## src/logic/swd_pkg.sv

```systemverilog
/*
 * Shared types and constants for the switch mode controller and its
 * serial command port.
 * Assumes a 125 MHz internal clock and an 8-bit serial command word.
 */
package swd_pkg;

    // ------------------------------------------------------------------
    // Timing
    // ------------------------------------------------------------------
    localparam int CLK_MHZ = 125;
    localparam int WD_BASE_US = 10000;
    localparam int WD_BASE_CYC = WD_BASE_US * CLK_MHZ;
    localparam int SPI_BITS = 8;

    // ------------------------------------------------------------------
    // Operating modes
    // ------------------------------------------------------------------
    typedef enum logic [1:0] {
        SWD_SLEEP = 2'b00,
        SWD_NORMAL = 2'b01,
        SWD_FAULT = 2'b10,
        SWD_FAILSAFE = 2'b11
    } swd_mode_t;

    // ------------------------------------------------------------------
    // Decoded fail-safe resistor code
    // ------------------------------------------------------------------
    localparam logic [1:0] FSR_DISABLED = 2'h0;
    localparam logic [1:0] FSR_BOTH_OFF = 2'h1;
    localparam logic [1:0] FSR_CH0_ON = 2'h2;
    localparam logic [1:0] FSR_BOTH_ON = 2'h3;

    // ------------------------------------------------------------------
    // Command word layout
    // ------------------------------------------------------------------
    localparam int CMD_WD_BIT = 7;
    localparam int CMD_ADDR_HI = 6;
    localparam int CMD_ADDR_LO = 4;
    localparam logic [2:0] ADDR_OUTPUT = 3'h0;
    localparam logic [2:0] ADDR_WATCHDOG = 3'h1;
    localparam logic [2:0] ADDR_OVERVOLT = 3'h2;
    localparam logic [2:0] ADDR_OCLEVEL = 3'h3;
    localparam logic [2:0] ADDR_OCTIME = 3'h4;

    // ------------------------------------------------------------------
    // Status word bit positions
    // ------------------------------------------------------------------
    localparam int ST_OTF = 7;
    localparam int ST_OCF = 6;
    localparam int ST_OLF = 5;
    localparam int ST_UVF = 4;
    localparam int ST_FAULT = 3;
    localparam int ST_WATCHDOG_EXPIRED_FLAG = 2;
    localparam int ST_OVF = 1;
    localparam int ST_FSI = 0;

    // ------------------------------------------------------------------
    // Configuration and sense carriers
    // ------------------------------------------------------------------
    typedef struct packed {
        logic [2:0] oc_low;
        logic oc_high;
        logic [1:0] oc_time;
    } swd_oc_sel_t;

    typedef struct packed {
        logic overvoltage_disable;
        logic wd_en;
        logic [1:0] wd_period;
        swd_oc_sel_t oc;
        logic [1:0] spi_on;
    } swd_cfg_t;

    typedef struct packed {
        logic [1:0] ot_hot;
        logic [1:0] open_load;
        logic [1:0] overcur;
        logic overvolt;
        logic undervolt;
    } swd_sense_t;

    localparam swd_oc_sel_t OC_DEFAULT = 6'h00;
    localparam swd_cfg_t CFG_RESET = 12'h000;

endpackage

```

## src/logic/swd_spi_port.sv

```systemverilog
/*
 * Serial command port: samples chip select, shift clock and data with
 * the system clock, shifts a command in and a status word out.
 * Assumes the shift clock is slow enough to see each level for several
 * system clock cycles.
 */
`timescale 1ns/100ps

module swd_spi_port (
    input wire logic clk, // System clock
    input wire logic rst, // Async reset, active high
    input wire logic spi_cs_n, // Chip select pin, active low
    input wire logic spi_sclk, // Shift clock pin
    input wire logic spi_si, // Serial data in pin
    input wire logic [7:0] tx_byte, // Status word to send
    output logic spi_so_o, // Serial data out level
    output logic spi_so_oe, // Serial data out enable
    output logic rx_valid, // Pulse: valid 8-bit command
    output logic [7:0] rx_byte // Last valid command
);
    logic [2:0] sync1_r;
    logic [2:0] sync2_r;
    logic sclk_d_r;
    logic cs_d_r;
    logic [7:0] rx_sh_r;
    logic [7:0] tx_sh_r;
    logic [3:0] cnt_r;
    logic cs_s;
    logic sclk_s;
    logic si_s;
    logic sel;
    logic sclk_rise;
    logic sclk_fall;
    logic cs_fall;
    logic cs_rise;

    // ------------------------------------------------------------------
    // Pin sampling and edge detection
    // ------------------------------------------------------------------
    always_ff @(posedge clk or posedge rst) begin
        if (rst) begin
            sync1_r <= 3'h1;
            sync2_r <= 3'h1;
        end else begin
            sync1_r <= {spi_si, spi_sclk, spi_cs_n};
            sync2_r <= sync1_r;
        end
    end

    assign cs_s = sync2_r[0];
    assign sclk_s = sync2_r[1];
    assign si_s = sync2_r[2];
    assign sel = ~cs_s;
    assign sclk_rise = sel & sclk_s & ~sclk_d_r;
    assign sclk_fall = sel & ~sclk_s & sclk_d_r;
    assign cs_fall = ~cs_s & cs_d_r;
    assign cs_rise = cs_s & ~cs_d_r;

    // Output drives only while selected
    assign spi_so_oe = sel;
    assign spi_so_o = tx_sh_r[7];

    // ------------------------------------------------------------------
    // Shift registers
    // ------------------------------------------------------------------
    always_ff @(posedge clk or posedge rst) begin
        if (rst) begin
            sclk_d_r <= 1'b0;
            cs_d_r <= 1'b1;
            rx_sh_r <= 8'h00;
            tx_sh_r <= 8'h00;
            cnt_r <= 4'h0;
            rx_valid <= 1'b0;
            rx_byte <= 8'h00;
        end else begin
            sclk_d_r <= sclk_s;
            cs_d_r <= cs_s;
            rx_valid <= cs_rise & (cnt_r == 4'(swd_pkg::SPI_BITS));
            if (cs_rise && cnt_r == 4'(swd_pkg::SPI_BITS)) begin
                rx_byte <= rx_sh_r;
            end
            if (cs_fall) begin
                tx_sh_r <= tx_byte;
                cnt_r <= 4'h0;
            end else begin
                // Sample on rising edge, MSB first
                if (sclk_rise) begin
                    rx_sh_r <= {rx_sh_r[6:0], si_s};
                    if (cnt_r != 4'hf) begin
                        cnt_r <= cnt_r + 4'h1;
                    end
                end
                if (sclk_fall) begin
                    tx_sh_r <= {tx_sh_r[6:0], 1'b0};
                end
            end
        end
    end

endmodule

```

## src/logic/swd_ctrl.sv

```systemverilog
/*
 * Mode controller for a dual high-side switch: sleep, normal, fault and
 * fail-safe modes, watchdog, fault flag pin and sticky fault flags.
 * Assumes all pin and analog sense inputs are asynchronous, and that the
 * fail-safe resistor arrives already decoded to a two-bit code.
 */
// Notes on behaviour
// - Both wake pins low: sleep, outputs off
// - Power-up starts in sleep mode
// - Sleep makes serial settings read zero
// - Reset pin high, no fault: normal mode
// - Watchdog arms on wake or reset rise
// - Watchdog expiry latches fail-safe mode
// - Fail-safe outputs follow resistor code
// - Fail-safe entry restores overcurrent defaults
// - Protection stays active during fail-safe
// - Status bit two shows fail-safe
// - Leave fail-safe: both pins low, or grounded
// - Grounded select disables watchdog and fail-safe
// - Logic supply loss clears all settings
// - Without supply, direct inputs drive outputs
// - Faults pull flag low, faulted channel off
// - Flag releases unless overcurrent or undervoltage
// - Fault word shifted out, cleared by transfer
// - Overtemperature sensed only while channel on
// - Overtemperature retries after cooling
// - Overtemperature flag cleared by read
// - Overvoltage flag at status bit one
// - Overvoltage holds output off while present
// - Overvoltage disable suppresses shutdown and flag
// - Eight-bit commands, MSB first, rising sample
// - Serial output driven only while selected
// - Reset pin low clears settings and faults
`timescale 1ns/100ps

module swd_ctrl #(
    parameter int WD_BASE_CYC = swd_pkg::WD_BASE_CYC
) (
    input wire logic clk, // 125 MHz internal clock
    input wire logic rst, // Async reset, active high
    input wire logic wake_input, // Wake pin
    input wire logic sleep_reset_n, // Reset pin, active low
    input wire logic [1:0] failsafe_resistor, // Decoded resistor code
    input wire logic direct_input_0, // Direct control, channel 0
    input wire logic direct_input_1, // Direct control, channel 1
    input wire logic logic_supply_ok, // Logic supply in range
    input wire swd_pkg::swd_sense_t sense, // Analog fault sensing
    input wire logic spi_cs_n, // Chip select, active low
    input wire logic spi_sclk, // Serial shift clock
    input wire logic spi_si, // Serial data in
    output logic spi_so_o, // Serial data out level
    output logic spi_so_oe, // Serial data out enable
    output logic output_channel_0, // Switch drive, channel 0
    output logic output_channel_1, // Switch drive, channel 1
    output logic fault_flag_n_o, // Fault pin level
    output logic fault_flag_n_oe, // Fault pin pull-down enable
    output swd_pkg::swd_oc_sel_t oc_sel, // Overcurrent selections
    output swd_pkg::swd_mode_t mode, // Current mode
    output logic watchdog_expired_flag // High in fail-safe
);
    localparam int IN_W = 15;

    logic [IN_W-1:0] sync1_r, sync2_r;
    logic wake_d_r, rstn_d_r, wd_armed_r, wd_last_r, uv_hold_r, fault_r;
    swd_pkg::swd_mode_t mode_r, mode_nxt;
    swd_pkg::swd_cfg_t cfg_r, cfg_nxt, cfg_eff;
    logic [31:0] wd_cnt_r;
    logic [1:0] out_r, ot_hold_r, oc_lat_r;
    logic [4:0] flag_r;

    logic wake_s, rstn_s, vdd_s, wake_rise, rstn_rise, both_low, fs_enabled;
    logic awake, rx_valid, wd_toggle, wd_run, wd_expire, ov_block;
    logic uv_hold_nxt, fault_now, enter_fs;
    logic [1:0] fsr_s, din_s, cmd, fs_pat, want, ol_act, on_nxt;
    logic [1:0] ot_hold_nxt, oc_lat_nxt;
    swd_pkg::swd_sense_t sense_s;
    logic [7:0] rx_byte, status;
    logic [2:0] rx_addr;
    logic [31:0] wd_limit;
    logic [4:0] flag_set, flag_clr, flag_nxt;

    // ------------------------------------------------------------------
    // Pin synchronisers
    // ------------------------------------------------------------------
    always_ff @(posedge clk or posedge rst) begin
        if (rst) begin
            sync1_r <= 15'h0000;
            sync2_r <= 15'h0000;
        end else begin
            sync1_r <= {sense, logic_supply_ok, direct_input_1,
                        direct_input_0, failsafe_resistor,
                        sleep_reset_n, wake_input};
            sync2_r <= sync1_r;
        end
    end

    // Decoded synchronised inputs
    assign wake_s = sync2_r[0];
    assign rstn_s = sync2_r[1];
    assign fsr_s = sync2_r[3:2];
    assign din_s = sync2_r[5:4];
    assign vdd_s = sync2_r[6];
    assign sense_s = sync2_r[14:7];
    assign wake_rise = wake_s & ~wake_d_r;
    assign rstn_rise = rstn_s & ~rstn_d_r;
    assign both_low = ~wake_s & ~rstn_s;
    assign fs_enabled = fsr_s != swd_pkg::FSR_DISABLED;
    assign awake = mode_r != swd_pkg::SWD_SLEEP;

    // ------------------------------------------------------------------
    // Serial command port
    // ------------------------------------------------------------------
    swd_spi_port u_port (
        .clk(clk),
        .rst(rst),
        .spi_cs_n(spi_cs_n),
        .spi_sclk(spi_sclk),
        .spi_si(spi_si),
        .tx_byte(status),
        .spi_so_o(spi_so_o),
        .spi_so_oe(spi_so_oe),
        .rx_valid(rx_valid),
        .rx_byte(rx_byte)
    );

    // Status word shifted out on each transfer
    always_comb begin
        status = 8'h00;
        status[swd_pkg::ST_OTF] = flag_r[4];
        status[swd_pkg::ST_OCF] = flag_r[3];
        status[swd_pkg::ST_OLF] = flag_r[2];
        status[swd_pkg::ST_UVF] = flag_r[1];
        status[swd_pkg::ST_OVF] = flag_r[0];
        status[swd_pkg::ST_FAULT] = fault_r;
        status[swd_pkg::ST_WATCHDOG_EXPIRED_FLAG] = watchdog_expired_flag;
        status[swd_pkg::ST_FSI] = fs_enabled;
    end

    // ------------------------------------------------------------------
    // Configuration
    // ------------------------------------------------------------------
    assign rx_addr = rx_byte[swd_pkg::CMD_ADDR_HI:swd_pkg::CMD_ADDR_LO];
    assign enter_fs = (mode_nxt == swd_pkg::SWD_FAILSAFE) &&
                      (mode_r != swd_pkg::SWD_FAILSAFE);

    // Settings read as zero while asleep
    assign cfg_eff = awake ? cfg_r : swd_pkg::CFG_RESET;

    // Register write decode and clearing
    always_comb begin
        cfg_nxt = cfg_r;
        if (rx_valid && awake) begin
            unique case (rx_addr)
                swd_pkg::ADDR_OUTPUT: cfg_nxt.spi_on = rx_byte[1:0];
                swd_pkg::ADDR_WATCHDOG: begin
                    cfg_nxt.wd_en = rx_byte[2];
                    cfg_nxt.wd_period = rx_byte[1:0];
                end
                swd_pkg::ADDR_OVERVOLT: cfg_nxt.overvoltage_disable = rx_byte[0];
                swd_pkg::ADDR_OCLEVEL: begin
                    cfg_nxt.oc.oc_high = rx_byte[3];
                    cfg_nxt.oc.oc_low = rx_byte[2:0];
                end
                swd_pkg::ADDR_OCTIME: cfg_nxt.oc.oc_time = rx_byte[1:0];
                default: cfg_nxt = cfg_r;
            endcase
        end
        if (enter_fs) begin
            cfg_nxt.oc = swd_pkg::OC_DEFAULT;
        end
        if (!vdd_s || !rstn_s) begin
            cfg_nxt = swd_pkg::CFG_RESET;
        end
    end

    // ------------------------------------------------------------------
    // Watchdog
    // ------------------------------------------------------------------
    // Toggle of command bit seven restarts the count
    assign wd_toggle = rx_valid &
                       (rx_byte[swd_pkg::CMD_WD_BIT] != wd_last_r);
    // Runs only if enabled and armed; also during fail-safe
    assign wd_run = wd_armed_r & cfg_eff.wd_en & fs_enabled;
    assign wd_limit = 32'(WD_BASE_CYC) << cfg_eff.wd_period;
    assign wd_expire = wd_run && (wd_cnt_r >= wd_limit - 32'h1);

    // Arming, count and last seen toggle bit
    always_ff @(posedge clk or posedge rst) begin
        if (rst) begin
            wd_armed_r <= 1'b0;
            wd_last_r <= 1'b0;
            wd_cnt_r <= 32'h0;
        end else begin
            if (!fs_enabled || both_low) begin
                wd_armed_r <= 1'b0;
            end else if (wake_rise || rstn_rise) begin
                wd_armed_r <= 1'b1;
            end
            if (rx_valid) begin
                wd_last_r <= rx_byte[swd_pkg::CMD_WD_BIT];
            end
            if (!wd_run || wd_toggle || wake_rise || rstn_rise) begin
                wd_cnt_r <= 32'h0;
            end else if (!wd_expire) begin
                wd_cnt_r <= wd_cnt_r + 32'h1;
            end
        end
    end

    // ------------------------------------------------------------------
    // Mode selection
    // ------------------------------------------------------------------
    always_comb begin
        mode_nxt = swd_pkg::SWD_NORMAL;
        if (both_low) begin
            mode_nxt = swd_pkg::SWD_SLEEP;
        end else if (mode_r == swd_pkg::SWD_FAILSAFE && fs_enabled) begin
            mode_nxt = swd_pkg::SWD_FAILSAFE;
        end else if (wd_expire) begin
            mode_nxt = swd_pkg::SWD_FAILSAFE;
        end else if (fault_now) begin
            mode_nxt = swd_pkg::SWD_FAULT;
        end else begin
            mode_nxt = swd_pkg::SWD_NORMAL;
        end
    end

    // ------------------------------------------------------------------
    // Output control and protection
    // ------------------------------------------------------------------
    // Serial control or direct inputs; direct acts with or without supply
    assign cmd = cfg_eff.spi_on | din_s;

    // Fail-safe pattern from resistor code
    assign fs_pat = (fsr_s == swd_pkg::FSR_BOTH_ON) ? 2'h3 :
                    (fsr_s == swd_pkg::FSR_CH0_ON) ? 2'h1 : 2'h0;

    // Requested drive per mode
    assign want = (mode_r == swd_pkg::SWD_FAILSAFE) ? fs_pat :
                  awake ? cmd : 2'h0;

    // Overvoltage shutdown unless disabled
    assign ov_block = sense_s.overvolt & ~cfg_eff.overvoltage_disable;

    // Sensing only while on; retry after cooling
    assign ot_hold_nxt = (out_r & sense_s.ot_hot) |
                         (ot_hold_r & sense_s.ot_hot & want);
    // Overcurrent latches until commanded off
    assign oc_lat_nxt = (out_r & sense_s.overcur) | (oc_lat_r & want);
    // Undervoltage holds while a channel stays commanded on
    assign uv_hold_nxt = sense_s.undervolt | (uv_hold_r & (|want));
    assign ol_act = sense_s.open_load & ~out_r & {2{awake}};

    // Faulted channel forced off
    assign on_nxt = want & ~ot_hold_r & ~oc_lat_r &
                    ~{2{ov_block}} & ~{2{uv_hold_r}};

    // Any present fault pulls the flag pin while awake
    assign fault_now = awake & ((|ot_hold_r) | (|ol_act) | (|oc_lat_r) |
                                ov_block | uv_hold_r);

    // Drive and protection state
    always_ff @(posedge clk or posedge rst) begin
        if (rst) begin
            mode_r <= swd_pkg::SWD_SLEEP;
            cfg_r <= swd_pkg::CFG_RESET;
            wake_d_r <= 1'b0;
            rstn_d_r <= 1'b0;
            out_r <= 2'h0;
            ot_hold_r <= 2'h0;
            oc_lat_r <= 2'h0;
            uv_hold_r <= 1'b0;
            fault_r <= 1'b0;
        end else begin
            mode_r <= mode_nxt;
            cfg_r <= cfg_nxt;
            wake_d_r <= wake_s;
            rstn_d_r <= rstn_s;
            out_r <= on_nxt;
            ot_hold_r <= ot_hold_nxt;
            oc_lat_r <= oc_lat_nxt;
            uv_hold_r <= uv_hold_nxt;
            fault_r <= fault_now;
        end
    end

    // ------------------------------------------------------------------
    // Sticky fault flags: otf, ocf, olf, uvf, ovf
    // ------------------------------------------------------------------
    assign flag_set = {|(out_r & sense_s.ot_hot),
                       |(out_r & sense_s.overcur),
                       |ol_act,
                       awake & sense_s.undervolt,
                       awake & ov_block};
    // Cleared by a valid transfer or reset pin low
    assign flag_clr = {5{rx_valid | ~rstn_s}};
    // New event wins over a clear in the same cycle
    assign flag_nxt = flag_set | (flag_r & ~flag_clr);

    // Flag storage
    always_ff @(posedge clk or posedge rst) begin
        if (rst) begin
            flag_r <= 5'h00;
        end else begin
            flag_r <= flag_nxt;
        end
    end

    // ------------------------------------------------------------------
    // Outputs
    // ------------------------------------------------------------------
    assign output_channel_0 = out_r[0];
    assign output_channel_1 = out_r[1];
    assign fault_flag_n_o = ~fault_r;
    assign fault_flag_n_oe = fault_r;
    assign mode = mode_r;
    assign watchdog_expired_flag = mode_r == swd_pkg::SWD_FAILSAFE;

    // Overcurrent selections; defaults whenever settings are cleared
    always_ff @(posedge clk or posedge rst) begin
        if (rst) begin
            oc_sel <= swd_pkg::OC_DEFAULT;
        end else begin
            oc_sel <= cfg_eff.oc;
        end
    end

endmodule

```

## config.mk

```make
export PLATFORM = sky130hd
export DESIGN_NAME = swd_ctrl
export DESIGN_NICKNAME = d
export VERILOG_FILES = /design/src/logic/swd_pkg.sv /design/src/logic/swd_spi_port.sv /design/src/logic/swd_ctrl.sv
export SDC_FILE = /design/constraint.sdc
export NUM_CORES = 1
export LEC_CHECK = 0
export BUFFER_PORTS_ARGS = -buffer_cell sky130_fd_sc_hd__buf_4
export CORE_MARGIN = 1.5
export CORE_UTILIZATION = 60
export CTS_BUF_LIST = sky130_fd_sc_hd__clkbuf_4 sky130_fd_sc_hd__clkbuf_8
export DETAILED_ROUTE_END_ITERATION = 8
export GPL_ROUTABILITY_DRIVEN = 0
export PLACE_DENSITY = 0.91
export REMOVE_ABC_BUFFERS = 1
export SYNTH_ARGS = -nofsm -noshare
export SYNTH_HDL_FRONTEND = slang
export SYNTH_SLANG_ARGS = --single-unit
```

## constraint.sdc

```tcl
create_clock -name clk -period 5.2 [get_ports clk]
set_input_delay 1.04 -clock clk [delete_from_list [all_inputs] [get_ports clk]]
set_output_delay 1.04 -clock clk [all_outputs]
set_load 0.005 [all_outputs]
```

Word level (Yosys, flattened, before mapping) --
Index checks and enable logic that the tools add are counted.
Word-level totals: output and inout bits 15, input port bits 20, word-level logic and storage cells 176, flip-flop bits (word level) 136
Cells by class: muxes and demuxes 26, add/subtract/negate cells 3, $lt $le $gt $ge 1, shifts and indexed selects 1, eq/ne operators 13, reductions and logical operators 42, bitwise gates (word level) 57
Operators with widths (count):
- $mux 32 | 2
- $mux 12 | 3
- $add 32x1->32 const B | 1
- $ge 32x32->1 | 1
- $shl 21x2->32 const A | 1
- $sub 32x1->32 const B | 1
- $and 2x2->2 | 11
- $reduce_bool 2->1 | 10
- $and 1x1->1 | 18
- $mux 2 | 9
- $mux 4 | 4
- $mux 8 | 2
- $reduce_and 2->1 | 7
- $reduce_or 2->1 | 6
- $not 1->1 | 11
- $not 2->2 | 5
- $reduce_bool 3->1 | 3
- $eq 2x2->1 const B | 4
- $eq 3x2->1 const B | 2
- $logic_or 1x1->1 | 6
- $mux 6 | 1
- $or 1x1->1 | 6
- $or 2x2->2 | 3
- $and 5x5->5 | 1
- 15 further kinds | 25

Depth between registers and ports, before layout --
Gate-level depths: netlist of run 1.
word-level depth 17, mapped depth 15, gate-level depth less buffers 11

Hierarchy --
A second synthesis of run 1 with hierarchy kept.
Second synthesis, totals: cells, all modules 542, area total of the unflattened synthesis 6102.1 um^2
By module, submodules not included:
- swd_ctrl | instances 1, seq. area each 2477.4 um^2, cells an instance 433, area an instance 4647.0 um^2
- swd_spi_port | instances 1, seq. area each 929.6 um^2, cells an instance 109, area an instance 1455.1 um^2

Least setup slack after synthesis of run 1 --
OpenSTA, ideal clock, no wires.
path kind register to register, from register mode_r[1], in the netlist mode[1], to register wd_cnt_r[3], slack 1.877 ns, data required time 5.122 ns, buffers on the path 3, arrival time 3.245 ns, cell stages (with the launch flop) 15, setup time 0.078 ns, clock period less this slack 3.323 ns, path through dfrtp_1 or2_2 buf_2 clkbuf_1 nand2_1 inv_1 ha_1 inv_1 ha_1 a211oi_2 o2111ai_1 a221o_1 buf_6 or4_1 a21oi_1
Between the ends: word-level cells in the longest chain between the ends 9, elaborated cells between the ends (all ways) 14, classes of those cells add/sub (1); order compare (1); eq/ne (1); shift (1); mux (2); bitwise (2); reduce/logical (6)
Ends and longest elaborated chain:
- start, declared | line swd_ctrl.sv:65 | swd_pkg::swd_mode_t mode_r, mode_nxt;
- start signal, assigned | line swd_ctrl.sv:265 | mode_r <= swd_pkg::SWD_SLEEP;
- start signal, assigned | line swd_ctrl.sv:275 | mode_r <= mode_nxt;
- $reduce_bool 2->1 * | line swd_ctrl.sv:108 | assign awake = mode_r != swd_pkg::SWD_SLEEP;
- $mux 12 * | line swd_ctrl.sv:147 | assign cfg_eff = awake ? cfg_r : swd_pkg::CFG_RESET;
- branches (longest 7 deep; another with $sub 32x1->32)
- end signal, assigned | line swd_ctrl.sv:205 | wd_cnt_r <= wd_cnt_r + 32'h1;
- end, declared | line swd_ctrl.sv:67 | logic [31:0] wd_cnt_r;
Every way passes the cells marked *. A chain may end at the register's enable or synchronous reset.

Worst setup path after layout of run 1 --
from register mode_r[1], in the netlist mode[1], to register wd_cnt_r[20]
The elaborated chain is that of the path after synthesis.

==> impl_metrics.toml, run 1 <==
[logic_synthesis]
synthCells = 534
async_reset_ff_share_pct = 100
synth_compound_area_share_pct = 9.33
synth_warnings = 0
yosys.area_share.simple_pct = 17.0
syn_avg_cell_area_um2 = 11.5
synth-adder-area-share_pct = 5.92
synth_top_family_by_area = "simple AND/OR/NAND/NOR gates"
synth-seq-area-share_pct = 55.6
syn_area_um2 = 6130
synthFlopType = "dfrtp_1"
synth_mux_area_share_pct = 8.35
synth_edf_count = 0
ys_types = 61
ys_ff_latch = 136
synth_xor_area_share_pct = 0.429

[die]
die_area_um2 = 10800
die_h_um = 104
pin_count = 35
row_count = 36
initial_core_util_pct = 62.4
core_area_um2 = 9820
die_width_um = 104

[routing]
wl_per_cell_um = 18.5
vias = 4443
routed_wl_mm = 13.3
route.detailed.drc = 0
vias_per_cell = 6.18
drtPass1Iterations = 5
drt_iter0_drc = 289
ant_nets = 0

[placed_design]
io_buffers = 34
dp_hpwl_mm = 9.13

[layout]
syn2layout_area_growth_pct = 12.5
nets = 622
final_core_util_pct = 70.2
final_cell_mix = "133 x dfrtp_1, 40 x nand2_1, 38 x buf_4"
diodes = 0
final_common_cell = "dfrtp_1"
drive_above_1_share_pct = 18.6

[worst_setup_path]
start_kind = "flip-flop"
crit_family = "simple AND/OR/NAND/NOR gates"
crit_buf_inv = 0
critical_path_arrival_ns = 4.40
cp_slowest_stage_delay_ns = 1.11
critPathRequiredTime_ns = 5.57
worstSetupPathType = "flip-flop to flip-flop"
slowest_stage = "o32ai_2"
end_kind = "flip-flop"
worstPathCellList = "or2_2 -> nand2_1 -> ha_1 -> ha_1 -> nand4_4 -> or3_4 -> o32ai_2 -> or3_1 -> mux2i_1"
cp_common_cell = "ha_1"
crit_path_max_fanout = 22

[global_routing]
grt_first_pass_wirelength_mm = 22.4
grt_antenna_before_repair = 0
gr-usage-all-layers_pct = 26.6
grt_pass1_vias = 4585
grt_overflow = 0
grt_max_degree = 83

[timing]
fin_tns_setup_ns = 0
final_max_slew_viol_count = 0
finalWorstPathRequiredPeriod_ns = 4.03
finalClockSkew_ns = 0.0149
worstMarginPinSlew_ns = 1.33
max_freq_mhz = 248
max-slew-margin-rel_pct = 11.4
final-setup-viol-count = 0
period_share_pct = 77.4
final-hold-violation-count = 0
whs_ns = 0.352
rsz0062_at_grt = "false"

[clocking]
clock_sinks = 136
post_cts_buffers = 0
cts_tree = "done"
clock-root-buffer = "clkbuf_8"
worst_skew_pair.late_latency_ns = 0.45
cts_resized = 0
numCtsBuffers = 17
cts_hold_buffers = 0
cts_max_level = 4
cts_max_path_buffers = 2
clk_pin_slew_ns = 0.08

[pwr]
max-vdd-ir-drop_uv = 407
p_per_area_nw_per_um2 = 345
p_leak_nw = 3.08

[outcome]
outcome = "completed"

[worst_hold_path]
hp-class = "flip-flop to flip-flop"

[run]
cap_violations = 0
[cell families (layout without fill, tap and decap cells)]
| group | after synthesis | in the layout |
|---|---|---|
| AO/OA/AOI/OAI | 82 | 82 |
| flip-flops | 136 | 136 |
| AND/OR/NAND/NOR | 190 | 190 |
| XOR/XNOR | 3 | 3 |
| multiplexers | 49 | 49 |
| adder cells (fa/ha/maj) | 29 | 29 |
| buffers and inverters | 45 | 97 |
[metal layers]
layer,part of all wire (%),GRT usage (%)
met1,38,31.2
met3,6.9,7.21
met4,2.6,13.3
met5,0,0
met2,52,45.3
[final timing paths]
kind	startpoint	end	slack [ns]	cells past startpoint
worst min-delay path	sync1_r[3]	sync2_r[3]	0.35	0
min in group asynchronous	rst	oc_sel[2]	0.82	2
max in group asynchronous	rst	sync2_r[10]	3.41	3
worst max-delay path	mode[1]	wd_cnt_r[20]	1.17	9
worst max register to register	mode[1]	wd_cnt_r[20]	1.17	9
worst min register to register	sync1_r[3]	sync2_r[3]	0.35	0
[where the power goes]
group | internal, mW | switching (mW) | total, mW
clock | 0.491 | 0.427 | 0.918
combinational | 0.105 | 0.141 | 0.247
sequential | 1.14 | 0.0691 | 1.21
total | 1.74 | 0.637 | 2.38
[through the flow]
step	setup WS (ns)	power [mW]	cells	cell area (um^2)
detailed placement	1.28	1.47	687	6470
global route	0.938	2.48	719	6890
global placement	1.47	1.44	687	6470
CTS	1.24	2.39	719	6890
finish	1.17	2.38	719	6890
floorplan	0.526	1.35	516	6020
[state kept, by name, summed over array words and instances, names as in the netlist, 2 cells and up]
register / cells
oc_sel: 6
mode: 2
sync1_r: 15
u_port.sync1_r: 3
u_port.tx_sh_r: 8
wd_cnt_r: 32
u_port.cnt_r: 4
u_port.sync2_r: 3
oc_lat_r: 2
out_r: 2
u_port.rx_sh_r: 8
u_port.rx_byte: 8
cfg_r: 12
flag_r: 5
ot_hold_r: 2
sync2_r: 15
[cell type report]
class | count | area (um^2)
fill | 683 | 2930
tap | 133 | 166
clock buffer | 19 | 249
clock inverter | 13 | 170
inverter | 27 | 104
timing repair buffer | 38 | 285
sequential | 136 | 3410
multi-input combinational | 353 | 2510
[cell usage after synthesis (2+ instances only)]
library cell / count / share of area, %
a21oi_1: 24 / 2.0
a221o_1: 2 / 0.33
a222oi_1: 2 / 0.33
a22o_1: 3 / 0.43
a31o_2: 3 / 0.43
a31oi_1: 2 / 0.20
and2_1: 14 / 1.4
and3_1: 5 / 0.51
buf_2: 3 / 0.24
buf_6: 2 / 0.37
clkbuf_1: 9 / 0.55
dfrtp_1: 133 / 54
dfstp_2: 3 / 1.3
ha_1: 29 / 5.9
inv_1: 27 / 1.7
mux2_2: 17 / 3.1
mux2i_1: 32 / 5.2
nand2_1: 40 / 2.5
nand2b_1: 4 / 0.41
nand3_1: 15 / 1.2
nand4_1: 11 / 1.1
nor2_1: 29 / 1.8
nor2b_1: 5 / 0.51
nor3_1: 20 / 1.6
nor3b_1: 2 / 0.24
nor4_1: 8 / 0.82
nor4b_1: 2 / 0.29
o2111ai_1: 4 / 0.57
o21a_1: 2 / 0.24
o21ai_0: 16 / 1.3
o21ai_1: 2 / 0.16
o31ai_1: 9 / 1.1
or2_2: 3 / 0.31
or3_1: 15 / 1.5
or4_1: 10 / 1.2
xnor2_1: 2 / 0.29
Note: power is estimated with default switching activity, not from simulation.
==> run 2: changes to the inputs <==
==> constraint.sdc (replaced) <==
create_clock -name clk -period 4 [get_ports clk]
set_input_delay 0.8 -clock clk [delete_from_list [all_inputs] [get_ports clk]]
set_output_delay 0.8 -clock clk [all_outputs]
set_load 0.005 [all_outputs]
==> run 2 against run 1 <==
Largest cell class unchanged; combinational power increased by 34%; register-to-register slack got worse by 0.72 ns; sequential share of layout area decreased by 0.29 points; largest power group unchanged.
==> impl_metrics.toml, run 2 (synthesis results as in run 1) <==
[outcome]
outcome = "completed"

[pwr]
p_per_area_nw_per_um2 = 442
p_leak_nw = 3.11
max-vdd-ir-drop_uv = 384

[die]
core_area_um2 = 9820
pin_count = 35
row_count = 36
die_area_um2 = 10800
die_h_um = 104
initial_core_util_pct = 62.4
die_width_um = 104

[timing]
max-slew-margin-rel_pct = 26.3
final-setup-viol-count = 0
rsz0062_at_grt = "false"
finalWorstPathRequiredPeriod_ns = 3.55
max_freq_mhz = 282
worstMarginPinSlew_ns = 1.10
final_max_slew_viol_count = 0
finalClockSkew_ns = 0.0167
period_share_pct = 88.7
final-hold-violation-count = 0

[placed_design]
dpl_cell_area_um2 = 6530
dp_hpwl_mm = 9.23
io_buffers = 34

[worst_setup_path]
cp_slowest_stage_delay_ns = 0.51
worst_r2r_startpoint = "mode[1]"
crit_path_max_fanout = 24
crit_family = "simple AND/OR/NAND/NOR gates"
crit_buf_inv = 3
cp-startpoint = "mode[1]"
worstSetupPathType = "flip-flop to flip-flop"
worstPathCellList = "or2_2 -> nand2_1 -> inv_1 -> ha_1 -> inv_1 -> ha_1 -> a21oi_1 -> o2111ai_1 -> a221o_1 -> buf_12 -> or4_1 -> a21oi_1"
end_kind = "flip-flop"
critical_path_arrival_ns = 3.91
critPathRequiredTime_ns = 4.36
start_kind = "flip-flop"
slowest_stage = "or4_1"

[layout]
seq_area_um2 = 3410
final_common_cell = "dfrtp_1"
final_core_util_pct = 70.6
reg.largest.list = "wd_cnt_r x32, sync1_r x15, sync2_r x15"
fillers = 680
syn2layout_area_growth_pct = 13.2
largest_reg_flops = 32
multi_input_area_um2 = 2510
diodes = 0
final_cell_mix = "133 x dfrtp_1, 42 x buf_4, 40 x nand2_1"
drive_above_1_share_pct = 19.5
nets = 627
postLayoutCellArea_um2 = 6930
regMostFlops = "wd_cnt_r"

[routing]
ant_nets = 0
routed_wl_mm = 13.5
drtPass1Iterations = 5
vias = 4474
drt_iter0_drc = 372
wl_per_cell_um = 18.7
vias_per_cell = 6.18
route.detailed.drc = 0

[global_routing]
grt_antenna_before_repair = 0
grt_pass1_vias = 4662
grt_first_pass_wirelength_mm = 22.5
grt_max_degree = 66
grt_overflow = 0
gr-usage-all-layers_pct = 26.7

[clocking]
cts_max_level = 4
cts_max_path_buffers = 2
clock_sinks = 136
post_cts_buffers = 0
cts_tree = "done"
worst_skew_pair.late_latency_ns = 0.45
cts_resized = 0
clock-root-buffer = "clkbuf_8"
clk_pin_slew_ns = 0.09
numCtsBuffers = 17
cts_hold_buffers = 0

[worst_hold_path]
min_from = "sync1_r[4]"
hp-class = "flip-flop to flip-flop"

[run]
cap_violations = 0
-- run 2: cell types whose count changed in the layout (fill, tap and decap cells not counted), sizes merged --
| cell | before | now |
|---|---|---|
| inv | 31 | 37 |
| buf | 38 | 43 |
| bufinv | 3 | 1 |
| clkbuf | 19 | 17 |
| clkinv | 3 | 2 |
| clkinvlp | 3 | 2 |
-- run 2: final timing paths --
kind	cells after the start	end	slack, ns
max in group asynchronous	3	wd_cnt_r[31]	2.67
hold reg to reg	0	sync2_r[4]	0.35
hold / removal	0	sync2_r[4]	0.35
min in group asynchronous	2	oc_sel[2]	0.48
setup reg to reg	12	wd_cnt_r[5]	0.45
setup / recovery	12	wd_cnt_r[5]	0.45
-- run 2: cell type report --
type	count	area share, %
Sequential cell	136	49.1
Clock buffer	17	3.37
Clock inverter	15	2.49
Inverter	27	1.50
Tap cell	133	2.40
Timing Repair Buffer	43	4.84
Multi-Input combinational cell	353	36.3
-- run 2: where the power goes --
part	total, mW	switching (mW)	internal, mW
clock network	1.16	0.629	0.529
logic	0.330	0.186	0.144
registers	1.58	0.0926	1.49
total	3.07	0.908	2.16
-- run 2: layer usage --
metal  GRT usage [%]  wire (um)
met1            31.1       5260
met5               0          0
met2            45.1       6840
met3            7.58        879
met4            13.4        528
-- run 2: through the flow --
step           cells  setup TNS [ns]  hold WS (ns)  setup WS (ns)  power [mW]
3_5_place_dp     692               0         0.335          0.513        1.92
5_1_grt          724               0         0.360          0.310        3.18
4_1_cts          724               0         0.355          0.500        3.08
6_report         724               0         0.353          0.453        3.07
3_3_place_gp     692               0         0.331          0.716        1.89
2_1_floorplan    516          -57.79         0.331         -0.434        1.76
